## src/core/pic_pkg.sv

```systemverilog
// pic_pkg: constants for the pixel input capture block.
// assumes a 32-bit AXI4-Lite slave with word-aligned registers.
package pic_pkg;
  localparam int PIC_DATA_W = 24;
  localparam int PIC_HALF_W = 12;
  localparam int PIC_CFG_W = 8;
  localparam int PIC_ADDR_W = 8;
  localparam int PIC_SYNC_W = 31;
  // field positions in the sampled pin bundle
  localparam int PIC_SB_DATA = 0;
  localparam int PIC_SB_CTL = 24;
  localparam int PIC_SB_VS = 26;
  localparam int PIC_SB_HS = 27;
  localparam int PIC_SB_DE = 28;
  localparam int PIC_SB_CLKN = 29;
  localparam int PIC_SB_CLKP = 30;
  // data line fields
  localparam int PIC_CFG_LSB = 16;
  // register byte offsets
  localparam logic [7:0] PIC_OFS_CTRL = 8'h00;
  localparam logic [7:0] PIC_OFS_STATUS = 8'h04;
  localparam logic [7:0] PIC_OFS_PIXEL = 8'h08;
  // control register fields
  localparam int PIC_CTRL_W = 7;
  localparam int PIC_CB_BUS_WIDTH = 0;
  localparam int PIC_CB_DIFF_CLK = 1;
  localparam int PIC_CB_LOW_SWING = 2;
  localparam int PIC_CB_HOST_PORT = 3;
  localparam int PIC_CB_DESKEW = 4;
  localparam int PIC_CB_FIRST_UPPER = 5;
  localparam int PIC_CB_CTL3 = 6;
  localparam logic [6:0] PIC_CTRL_RESET = 7'h01;
  // status register fields
  localparam int PIC_STB_DIFF_ACT = 8;
  localparam int PIC_STB_HALF_PEND = 9;
  // bus responses
  localparam logic [1:0] PIC_RESP_OKAY = 2'h0;
  localparam logic [1:0] PIC_RESP_SLVERR = 2'h2;
endpackage : pic_pkg

```

## src/core/pic_sync.sv

```systemverilog
// pic_sync: two-flop synchroniser for a bundle of asynchronous levels.
// assumes each bit is a slow level; bits may skew by one cycle.
`timescale 1ns/1ns
module pic_sync #(
  parameter int WIDTH = 1
) (
  input wire logic ref_clk_i,
  input wire logic rst_n_i,
  input wire logic [WIDTH-1:0] async_i,
  output logic [WIDTH-1:0] sync_o
);
  logic [WIDTH-1:0] meta_reg;
  logic [WIDTH-1:0] meta_next;
  logic [WIDTH-1:0] sync_reg;
  logic [WIDTH-1:0] sync_next;

  always_comb begin
    meta_next = async_i;
    sync_next = meta_reg;
  end

  always_ff @(posedge ref_clk_i) begin
    if (!rst_n_i) begin
      meta_reg <= '0;
      sync_reg <= '0;
    end else begin
      meta_reg <= meta_next;
      sync_reg <= sync_next;
    end
  end

  assign sync_o = sync_reg;
endmodule : pic_sync

```

## src/core/pic_capture.sv

```systemverilog
// pic_capture: captures a parallel pixel bus on a sampled input clock.
// assumes the pixel clock is far slower than ref_clk_i (oversampled)
// and registers are reached over AXI4-Lite.
`timescale 1ns/1ns
// Function
// RULE1: wide mode: upper twelve lines form top half of each pixel word.
// RULE2: wide mode: lower twelve lines form bottom half, same single edge.
// RULE3: narrow mode: lower twelve lines carry half a pixel per each edge.
// RULE4: narrow mode: upper lines unused; lines 23..16 copied to config reg.
// RULE5: differential clock: phase crossover times data, flag and syncs.
// RULE6: differential clock only allowed with low swing setting.
// RULE7: single-ended: source drives positive input, negative held low.
// RULE8: active-video high: captured pixel word is sent for encoding.
// RULE9: active-video low: syncs and blanking bits are sent instead.
// RULE10: unused data inputs are tied to a fixed level by the system.
// RULE11: host port and deskew low: two inputs act as blanking bits 2..1.
// RULE12: narrow mode: two consecutive halves joined into one pixel word.
module pic_capture (
  input wire logic ref_clk_i,
  input wire logic rst_n_i,
  input wire logic pixel_clk_p_i,
  input wire logic pixel_clk_n_i,
  input wire logic [pic_pkg::PIC_DATA_W-1:0] data_i,
  input wire logic active_video_flag_i,
  input wire logic hsync_i,
  input wire logic vsync_i,
  input wire logic [2:1] blanking_control_bits_i,
  input wire logic [pic_pkg::PIC_ADDR_W-1:0] s_axi_awaddr_i,
  input wire logic s_axi_awvalid_i,
  output logic s_axi_awready_o,
  input wire logic [31:0] s_axi_wdata_i,
  input wire logic [3:0] s_axi_wstrb_i,
  input wire logic s_axi_wvalid_i,
  output logic s_axi_wready_o,
  output logic [1:0] s_axi_bresp_o,
  output logic s_axi_bvalid_o,
  input wire logic s_axi_bready_i,
  input wire logic [pic_pkg::PIC_ADDR_W-1:0] s_axi_araddr_i,
  input wire logic s_axi_arvalid_i,
  output logic s_axi_arready_o,
  output logic [31:0] s_axi_rdata_o,
  output logic [1:0] s_axi_rresp_o,
  output logic s_axi_rvalid_o,
  input wire logic s_axi_rready_i,
  output logic [pic_pkg::PIC_DATA_W-1:0] pixel_data_o,
  output logic pixel_valid_o,
  output logic active_video_o,
  output logic hsync_o,
  output logic vsync_o,
  output logic [3:1] blanking_control_bits_o,
  output logic [pic_pkg::PIC_CFG_W-1:0] user_config_o
);
  import pic_pkg::*;

  logic [PIC_SYNC_W-1:0] pins_async;
  logic [PIC_SYNC_W-1:0] pins;
  logic [PIC_CTRL_W-1:0] ctrl_reg;
  logic [PIC_CTRL_W-1:0] ctrl_next;

  // capture state
  logic ref_prev_reg, ref_prev_next;
  logic half_pend_reg, half_pend_next;
  logic [PIC_HALF_W-1:0] half_reg, half_next;
  logic [4:0] ctl_hold_reg, ctl_hold_next;
  logic [PIC_DATA_W-1:0] pix_reg, pix_next;
  logic [PIC_DATA_W-1:0] last_pix_reg, last_pix_next;
  logic valid_reg, valid_next;
  logic de_reg, de_next;
  logic hs_reg, hs_next;
  logic vs_reg, vs_next;
  logic [3:1] ctl_reg, ctl_next;
  logic [PIC_CFG_W-1:0] cfg_reg, cfg_next;
  logic diff_act, ref_lvl, rise, fall, emit;
  logic [PIC_DATA_W-1:0] cap_pix;
  logic [4:0] cap_ctl, now_ctl;
  logic [2:1] ctl_in;

  // bus state
  logic awready_reg, awready_next;
  logic wready_reg, wready_next;
  logic bvalid_reg, bvalid_next;
  logic [1:0] bresp_reg, bresp_next;
  logic arready_reg, arready_next;
  logic rvalid_reg, rvalid_next;
  logic [1:0] rresp_reg, rresp_next;
  logic [31:0] rdata_reg, rdata_next;

  // every pin passes two flops; clock and data share the same delay
  assign pins_async = {pixel_clk_p_i, pixel_clk_n_i, active_video_flag_i,
    hsync_i, vsync_i, blanking_control_bits_i, data_i};

  pic_sync #(
    .WIDTH(PIC_SYNC_W)
  ) u_sync (
    .ref_clk_i(ref_clk_i),
    .rst_n_i(rst_n_i),
    .async_i(pins_async),
    .sync_o(pins)
  );

  always_comb begin
    // low swing gates the differential option
    diff_act = ctrl_reg[PIC_CB_DIFF_CLK] & ctrl_reg[PIC_CB_LOW_SWING]; // [RULE6]
    if (diff_act) begin
      ref_lvl = pins[PIC_SB_CLKP] & ~pins[PIC_SB_CLKN]; // [RULE5]
    end else begin
      ref_lvl = pins[PIC_SB_CLKP]; // [RULE7]
    end
    rise = ref_lvl & ~ref_prev_reg;
    fall = ~ref_lvl & ref_prev_reg;
    // multifunction inputs only mean blanking bits in this setting
    if (!ctrl_reg[PIC_CB_HOST_PORT] && !ctrl_reg[PIC_CB_DESKEW]) begin
      ctl_in = pins[PIC_SB_CTL+:2]; // [RULE11]
    end else begin
      ctl_in = 2'h0;
    end
    now_ctl = {pins[PIC_SB_DE], pins[PIC_SB_HS], pins[PIC_SB_VS], ctl_in};
    ref_prev_next = ref_lvl;
    half_pend_next = half_pend_reg;
    half_next = half_reg;
    ctl_hold_next = ctl_hold_reg;
    cfg_next = cfg_reg;
    emit = 1'b0;
    cap_pix = pix_reg;
    cap_ctl = ctl_hold_reg;
    if (ctrl_reg[PIC_CB_BUS_WIDTH]) begin
      half_pend_next = 1'b0;
      if (rise) begin
        emit = 1'b1;
        cap_pix[PIC_DATA_W-1:PIC_HALF_W] =
          pins[PIC_SB_DATA+PIC_HALF_W+:PIC_HALF_W]; // [RULE1]
        cap_pix[PIC_HALF_W-1:0] = pins[PIC_SB_DATA+:PIC_HALF_W]; // [RULE2]
        cap_ctl = now_ctl; // [RULE5]
      end
    end else begin
      if (rise) begin
        half_next = pins[PIC_SB_DATA+:PIC_HALF_W]; // [RULE3]
        ctl_hold_next = now_ctl; // [RULE5]
        half_pend_next = 1'b1;
        // upper lines carry no pixel here, only strap data
        cfg_next = pins[PIC_SB_DATA+PIC_CFG_LSB+:PIC_CFG_W]; // [RULE4]
      end else if (fall && half_pend_reg) begin
        half_pend_next = 1'b0;
        emit = 1'b1;
        // a falling edge with no first half is dropped, not paired
        if (ctrl_reg[PIC_CB_FIRST_UPPER]) begin
          cap_pix = {half_reg, pins[PIC_SB_DATA+:PIC_HALF_W]}; // [RULE12]
        end else begin
          cap_pix = {pins[PIC_SB_DATA+:PIC_HALF_W], half_reg}; // [RULE12]
        end
      end
    end
    valid_next = emit;
    pix_next = pix_reg;
    last_pix_next = last_pix_reg;
    de_next = de_reg;
    hs_next = hs_reg;
    vs_next = vs_reg;
    ctl_next = ctl_reg;
    if (emit) begin
      de_next = cap_ctl[4];
      hs_next = cap_ctl[3];
      vs_next = cap_ctl[2];
      last_pix_next = cap_pix;
      if (cap_ctl[4]) begin
        pix_next = cap_pix; // [RULE8]
        ctl_next = 3'h0;
      end else begin
        pix_next = '0;
        ctl_next = {ctrl_reg[PIC_CB_CTL3], cap_ctl[1:0]}; // [RULE9]
      end
    end
  end

  always_ff @(posedge ref_clk_i) begin
    if (!rst_n_i) begin
      ref_prev_reg <= 1'b0;
      half_pend_reg <= 1'b0;
      half_reg <= '0;
      ctl_hold_reg <= '0;
      pix_reg <= '0;
      last_pix_reg <= '0;
      valid_reg <= 1'b0;
      de_reg <= 1'b0;
      hs_reg <= 1'b0;
      vs_reg <= 1'b0;
      ctl_reg <= 3'h0;
      cfg_reg <= '0;
    end else begin
      ref_prev_reg <= ref_prev_next;
      half_pend_reg <= half_pend_next;
      half_reg <= half_next;
      ctl_hold_reg <= ctl_hold_next;
      pix_reg <= pix_next;
      last_pix_reg <= last_pix_next;
      valid_reg <= valid_next;
      de_reg <= de_next;
      hs_reg <= hs_next;
      vs_reg <= vs_next;
      ctl_reg <= ctl_next;
      cfg_reg <= cfg_next;
    end
  end

  // bus slave: address and data are taken together, one edge
  always_comb begin
    awready_next = 1'b0;
    wready_next = 1'b0;
    bvalid_next = bvalid_reg;
    bresp_next = bresp_reg;
    ctrl_next = ctrl_reg;
    if (bvalid_reg && s_axi_bready_i) begin
      bvalid_next = 1'b0;
    end
    if (awready_reg && s_axi_awvalid_i && s_axi_wvalid_i) begin
      bvalid_next = 1'b1;
      bresp_next = PIC_RESP_SLVERR;
      if (s_axi_awaddr_i == PIC_OFS_CTRL) begin
        bresp_next = PIC_RESP_OKAY;
        if (s_axi_wstrb_i[0]) begin
          ctrl_next = s_axi_wdata_i[PIC_CTRL_W-1:0];
        end
      end else if (s_axi_awaddr_i == PIC_OFS_STATUS ||
                   s_axi_awaddr_i == PIC_OFS_PIXEL) begin
        bresp_next = PIC_RESP_OKAY;
      end
    end else if (!awready_reg && !bvalid_reg &&
                 s_axi_awvalid_i && s_axi_wvalid_i) begin
      awready_next = 1'b1;
      wready_next = 1'b1;
    end
    arready_next = 1'b0;
    rvalid_next = rvalid_reg;
    rresp_next = rresp_reg;
    rdata_next = rdata_reg;
    if (rvalid_reg && s_axi_rready_i) begin
      rvalid_next = 1'b0;
    end
    if (arready_reg && s_axi_arvalid_i) begin
      rvalid_next = 1'b1;
      rresp_next = PIC_RESP_OKAY;
      unique case (s_axi_araddr_i)
        PIC_OFS_CTRL: rdata_next = {25'h0, ctrl_reg};
        PIC_OFS_STATUS: rdata_next = {22'h0, half_pend_reg, diff_act,
          cfg_reg};
        PIC_OFS_PIXEL: rdata_next = {8'h0, last_pix_reg};
        default: begin
          rdata_next = 32'h0;
          rresp_next = PIC_RESP_SLVERR;
        end
      endcase
    end else if (!arready_reg && !rvalid_reg && s_axi_arvalid_i) begin
      arready_next = 1'b1;
    end
  end

  always_ff @(posedge ref_clk_i) begin
    if (!rst_n_i) begin
      ctrl_reg <= PIC_CTRL_RESET;
      awready_reg <= 1'b0;
      wready_reg <= 1'b0;
      bvalid_reg <= 1'b0;
      bresp_reg <= PIC_RESP_OKAY;
      arready_reg <= 1'b0;
      rvalid_reg <= 1'b0;
      rresp_reg <= PIC_RESP_OKAY;
      rdata_reg <= 32'h0;
    end else begin
      ctrl_reg <= ctrl_next;
      awready_reg <= awready_next;
      wready_reg <= wready_next;
      bvalid_reg <= bvalid_next;
      bresp_reg <= bresp_next;
      arready_reg <= arready_next;
      rvalid_reg <= rvalid_next;
      rresp_reg <= rresp_next;
      rdata_reg <= rdata_next;
    end
  end

  assign s_axi_awready_o = awready_reg;
  assign s_axi_wready_o = wready_reg;
  assign s_axi_bvalid_o = bvalid_reg;
  assign s_axi_bresp_o = bresp_reg;
  assign s_axi_arready_o = arready_reg;
  assign s_axi_rvalid_o = rvalid_reg;
  assign s_axi_rresp_o = rresp_reg;
  assign s_axi_rdata_o = rdata_reg;
  assign pixel_data_o = pix_reg;
  assign pixel_valid_o = valid_reg;
  assign active_video_o = de_reg;
  assign hsync_o = hs_reg;
  assign vsync_o = vs_reg;
  assign blanking_control_bits_o = ctl_reg;
  assign user_config_o = cfg_reg;
endmodule : pic_capture

```

## config.mk

```make
export PLATFORM = sky130hd
export DESIGN_NAME = pic_capture
export DESIGN_NICKNAME = d
export VERILOG_FILES = /design/src/core/pic_pkg.sv /design/src/core/pic_sync.sv /design/src/core/pic_capture.sv
export SDC_FILE = /design/constraint.sdc
export NUM_CORES = 1
export LEC_CHECK = 0
export ABC_AREA = 1
export BUFFER_PORTS_ARGS = -buffer_cell sky130_fd_sc_hd__buf_2
export CORE_ASPECT_RATIO = 1.75
export CORE_MARGIN = 4
export CORE_UTILIZATION = 51
export CTS_BUF_LIST = sky130_fd_sc_hd__clkbuf_4 sky130_fd_sc_hd__clkbuf_8
export CTS_CLUSTER_DIAMETER = 80
export DETAILED_ROUTE_END_ITERATION = 8
export PLACE_DENSITY = 0.77
export SKIP_CTS_REPAIR_TIMING = 1
export SLEW_MARGIN = 20
export SYNTH_ARGS = -nofsm -noshare
export SYNTH_HDL_FRONTEND = slang
export SYNTH_HIERARCHICAL = 1
export SYNTH_SLANG_ARGS = --single-unit
```

## constraint.sdc

```tcl
create_clock -name ref_clk_i -period 1.28 [get_ports ref_clk_i]
set_input_delay 0.256 -clock ref_clk_i [delete_from_list [all_inputs] [get_ports ref_clk_i]]
set_output_delay 0.256 -clock ref_clk_i [all_outputs]
set_load 0.005 [all_outputs]
```

==> results of run 1 <==
-- per-layer routing --
layer / part of all wire (%) / GRT usage [%]
met1: 37 / 25.40
met2: 51 / 37.95
met3: 5.6 / 3.167
met4: 5.8 / 10.50
met5: 0 / 0
-- cell usage in the layout, fill, tap and decap left out, types with 18 or more instances in the layout --
cell | Yosys | routed
buf_4 | 13 | 46
inv_1 | 161 | 158
a21oi_1 | 59 | 55
dfxtp_1 | 181 | 162
clkbuf_8 | 0 | 18
nor2_1 | 78 | 65
nand2_2 | 33 | 42
dlygate4sd3_1 | 0 | 29
buf_2 | 14 | 130
nand2_1 | 206 | 196
o21ai_0 | 73 | 50
nand3_1 | 52 | 51
a21oi_2 | 20 | 24
o21ai_1 | 8 | 25
dfxtp_2 | 0 | 18
-- how the worst min path moves through the flow --
stage	start	slack, ns	end	depth (start not counted)
after global routing	data_i[0]	0.0003	u_sync/meta_reg[0]	3
after global placement	u_sync/meta_reg[27]	0.39	u_sync/sync_o[27]	2
after detailed placement	u_sync/meta_reg[14]	0.39	u_sync/sync_o[14]	2
after CTS	data_i[13]	-0.06	u_sync/meta_reg[13]	3
after floorplan	pixel_clk_n_i	0.35	u_sync/meta_reg[29]	2
final	data_i[18]	-0.03	u_sync/meta_reg[18]	3
-- power groups by stage --
stage	Clock (µW)	Sequential (µW)	Combinational, µW
floorplan	0	5920	388
global placement	0	5940	569
detailed placement	0	5940	580
CTS	3750	5810	580
global route	3970	5830	785
finish	3670	5810	703
-- area by class of cell --
| cell class | instances | share of cell area, % |
|---|---|---|
| clock buffer | 19 | 2.609 |
| clock inverter | 13 | 1.202 |
| inverter | 175 | 6.946 |
| multi-input combinational | 597 | 31.91 |
| sequential | 181 | 37.31 |
| tap | 180 | 2.302 |
| timing repair buffer | 229 | 17.55 |
| timing repair inverter | 1 | 0.1663 |
-- worst max-delay path, cell delays in order (launching register included) --
cell and delay, ns:
dfxtp_2 0.37, nand3_4 0.13, nand2_4 0.13, buf_4 0.16, nand3_1 0.09, buf_6 0.16
nand2_1 0.08, nand3_1 0.11, nand2_2 0.09, nand2_2 0.06, a21oi_2 0.13
-- kinds of logic (layout without fill, tap and decap cells) --
kind of cell / Yosys count / after routing / synth area share, %
and+or+nand+nor: 398 / 399 / 23.47
buffers and inverters: 242 / 437 / 14.39
AOI/OAI and AO/OA: 188 / 188 / 14.26
DFF: 181 / 181 / 47.84
other: 1 / 10 / 0.04951
-- per-stage QoR --
step / power (µW) / instance area, µm² / hold WS (ns)
final: 10180 / 9782 / -0.02521
after global routing: 10580 / 9782 / 0.0003075
after detailed placement: 6517 / 8596 / 0.3947
after global placement: 6504 / 8596 / 0.3921
after CTS: 10140 / 8969 / -0.05866
after floorplan: 6312 / 7641 / 0.3495
==> qor.txt, run 1 <==
Final worst slack: -0.3045 ns
Critical path capture point: pixel_data_o[19]
Synth cell types: 37
DRT antenna net count: 0
Min-Delay Path Class: in -> reg
Peak Freq: 631.1 MHz
Starting Density: 52.45%
DR vias/cell: 4.961
Clk network pwr share: 36.0%
Clk sinks: 181
PwrDens: 1041 nW/µm²
Clock Latency Late Sink: 0.46 ns
Synth Cell Area: 7575 µm²
TritonRoute pass-1 iters: 6
I/O Buffers: 131
Maximum vdd drop: 0.6917 mV
Dpl ws: -0.5107 ns
Die ar.: 16,940 µm²
Setup crit end kind: register
Initial antenna violation count: 0
Layout cells sized above 1: 30.95%
Outcome: complete, but fails checks
Min Hold Slack: -0.02521 ns
Area of the multi-input gates: 3122 µm²
Gate power share: 6.9%
Root Buffer: clkbuf_8
CTS tree: built
Hpwl dp: 13.31 mm
Max Slew Vio Count: 0
Failing checks: hold timing, setup timing
Rows: 58
Gp weighted congestion: 0.8606
Total Wirelength: 20.22 mm
Largest net degree at the start of global routing: 40
RSZ-0062 raised after global routing: yes
# H-tree levels: 4
Reg area: 3650 µm²
Number of diodes: 0
Sequential area share after synthesis: 47.84%
Total CTS buffers: 17
Post-synth EDFFs: 0
Critical path arrival: 1.97 ns
Predominant post-synthesis flop cell: dfxtp_1
Area Growth Syn to Fin: 29.14%
First-pass GRT wire length: 29.50 mm
Routed vias: 6,921
#FFs+latches synth: 181
Placeable core region: 14,440 µm²
Tcrit/Tclk final: 123.8%
Final setup fails: 72
P_leak: 0.004873 µW
Sequential share of power: 57.1%
Final hold violations: 2
Switching Power: 2637 µW
R2R cell count: 10
Power Internal: 7541 µW
Placed cell count: 1,315
RR Startpoint: ctrl_reg[1]
Mapped Cells: 1,010
Die height: 169.2 µm
First element of the critical path: ctrl_reg[1]
Synth top cells by count: nand2_1, dfxtp_1, inv_1
Grt ovf: 0
Num ports: 170
Util after Layout: 67.74%
Max-Cap Viols: 0
Vias in the first global route: 6,093
Min Tclk post-route: 1.584 ns
Clock edge transition at the registers on the reported setup and hold paths: 0.10 ns
Synth Warn #: 6
Largest fanout on the critical path: 11
Crit Path Class: reg -> reg
Top-area cell type share of the netlist area: 47.84%
Switch share: 25.91%
FF-to-FF End: pixel_data_o[19]
R2r setup slk: -0.30 ns
Fin nets: 1,292
Clk buf depth: 2
Yosys top cell by area: dfxtp_1
Syn_area_per_cell: 7.500 µm²
Total track usage: 21.61%
Avg WL per Cell: 14.50 µm
Initial DRC count: 471
Die width: 100.1 µm
Count leader, synth: nand2_1
Final Non-Filler Cells: 1,395
Synth async-reset ratio: 0%
Clock skew: 0.01436 ns
Setup_tns: -14.53 ns
Crit path launch type: register
Synth area leaders: dfxtp_1, nand2_1, inv_1, o21ai_0, a21oi_1
Filler instances: 1,186
Drt drc: 0
Worst EP required: 1.67 ns
Note: power is estimated with default switching activity, not from simulation.
==> inputs of run 2 (changes only) <==
--- a/config.mk
+++ b/config.mk
@@ -13,6 +13,7 @@
 export CTS_BUF_LIST = sky130_fd_sc_hd__clkbuf_4 sky130_fd_sc_hd__clkbuf_8
 export CTS_CLUSTER_DIAMETER = 80
 export DETAILED_ROUTE_END_ITERATION = 8
+export HOLD_SLACK_MARGIN = 0.12
 export PLACE_DENSITY = 0.77
 export SKIP_CTS_REPAIR_TIMING = 1
 export SLEW_MARGIN = 20
==> run 2 against run 1 <==
The run ends with setup timing left; critical path depth did not move; critical endpoint unchanged; critical path type unchanged; global-route usage is the same; clock skew increased by 0.0011 ns; utilization grew 1.0 points; largest power group unchanged; final area up 1.5%; power rose by 0.44%; flip-flop and latch count did not move; routed wire length is 2.1% higher.
==> qor.txt, run 2 (synthesized netlist as in run 1, its figures left out) <==
Outcome: complete, but fails checks
Failing checks: setup timing
# H-tree levels: 4
I/O Buffers: 131
Min Hold Slack: 0.1432 ns
Tightest Pin Transition: 0.7377 ns
Metal3 WL: 1.222 mm
Largest fanout on the critical path: 11
Vias in the first global route: 6,093
TritonRoute pass-1 iters: 6
Max Slew Vio Count: 0
Clk sinks: 181
Clk buf depth: 2
Root Buffer: clkbuf_8
Maximum vdd drop: 0.6889 mV
Die height: 169.2 µm
Starting Density: 52.45%
Max-Cap Viols: 0
Total Wirelength: 20.65 mm
Initial DRC count: 476
Clock Latency Late Sink: 0.46 ns
DRT met1 WL: 7.553 mm
Critical path arrival: 1.97 ns
Initial antenna violation count: 0
Avg WL per Cell: 14.64 µm
Min Tclk post-route: 1.588 ns
Routed vias: 7,048
Total track usage: 21.61%
Tcrit/Tclk final: 124.0%
Placeable core region: 14,440 µm²
Largest net degree at the start of global routing: 40
Hpwl dp: 13.31 mm
Max_slew headroom: 49.55%
Worst EP required: 1.67 ns
DR vias/cell: 4.999
Die width: 100.1 µm
Crit Path Class: reg -> reg
Setup crit end kind: register
Clock edge transition at the registers on the reported setup and hold paths: 0.10 ns
Fin nets: 1,307
Most common cell after layout, fill and taps aside: nand2_1
RSZ-0062 raised after global routing: yes
P_leak: 0.004936 µW
DRT antenna net count: 0
Min-Delay Path Class: in -> reg
Final worst slack: -0.3078 ns
Peak Freq: 629.8 MHz
Final setup fails: 73
Clock skew: 0.01544 ns
Most frequent cells in the layout: nand2_1, dfxtp_1, inv_1
Gp weighted congestion: 0.8606
Max Used Layer: met4
Total CTS buffers: 17
Rows: 58
Grt ovf: 0
Met2 WL post-DR: 10.57 mm
Setup_tns: -14.85 ns
Drt drc: 0
Layout cells sized above 1: 30.57%
PwrDens: 1029 nW/µm²
Final hold violations: 0
CTS tree: built
Crit path launch type: register
Number of diodes: 0
First-pass GRT wire length: 29.50 mm
Die ar.: 16,940 µm²
Num ports: 170
Area Growth Syn to Fin: 31.12%
[run 2: cell types whose count changed in the layout (fill, tap and decap cells not counted)]
cell / change
dlygate4sd3_1: +15
[run 2: layer usage]
layer  track usage (%)  up-vias
met3             3.167       72
met5                 0        -
li1                  -     3531
met2             37.95      293
met4             10.50        0
met1             25.40     3152
[run 2: area by class of cell]
cell class | count | area [µm²]
sequential | 181 | 3650
timing repair buffer | 244 | 1867
multi-input combinational | 597 | 3122
clock buffer | 19 | 255.2
fill | 1165 | 4509
timing repair inverter | 1 | 16.27
tap | 180 | 225.2
inverter | 175 | 679.4
clock inverter | 13 | 117.6
[run 2: power by group]
part / internal (µW) / switching, µW / total, µW
Sequential: 5750 / 61.7 / 5810
Clock: 1480 / 2190 / 3670
Combinational: 339 / 402 / 742
[run 2: worst max-delay path, stage by stage, from the launching register on]
cell     delay (ns)
dfxtp_2        0.37
nand3_4        0.13
nand2_4        0.13
buf_4          0.16
nand3_1        0.09
buf_6          0.16
nand2_1        0.08
nand3_1        0.12
nand2_2        0.10
nand2_2        0.06
a21oi_2        0.12
[run 2: metrics by stage]
step / setup WS, ns / utilization [%] / power (µW) / instance area (µm²) / std cells
floorplan: -0.02920 / - / 6312 / 7641 / 1019
global placement: -0.4086 / 59.52 / 6504 / 8596 / 1315
detailed placement: -0.5107 / 59.52 / 6517 / 8596 / 1315
CTS: -0.5245 / 62.10 / 10140 / 8969 / 1347
global route: -0.3669 / 68.77 / 10620 / 9932 / 1410
finish: -0.3078 / 68.77 / 10220 / 9932 / 1410
[run 2: path summary, 6_finish.rpt]
check | startpoint | end | slack, ns | cells after the start
worst max-delay path | ctrl_reg[1] | pixel_data_o[19] | -0.31 | 10
worst min-delay path | s_axi_wdata_i[0] | ctrl_reg[0] | 0.14 | 3
worst max register to register | ctrl_reg[1] | pixel_data_o[19] | -0.31 | 10
worst min register to register | u_sync/meta_reg[14] | u_sync/sync_o[14] | 0.41 | 2
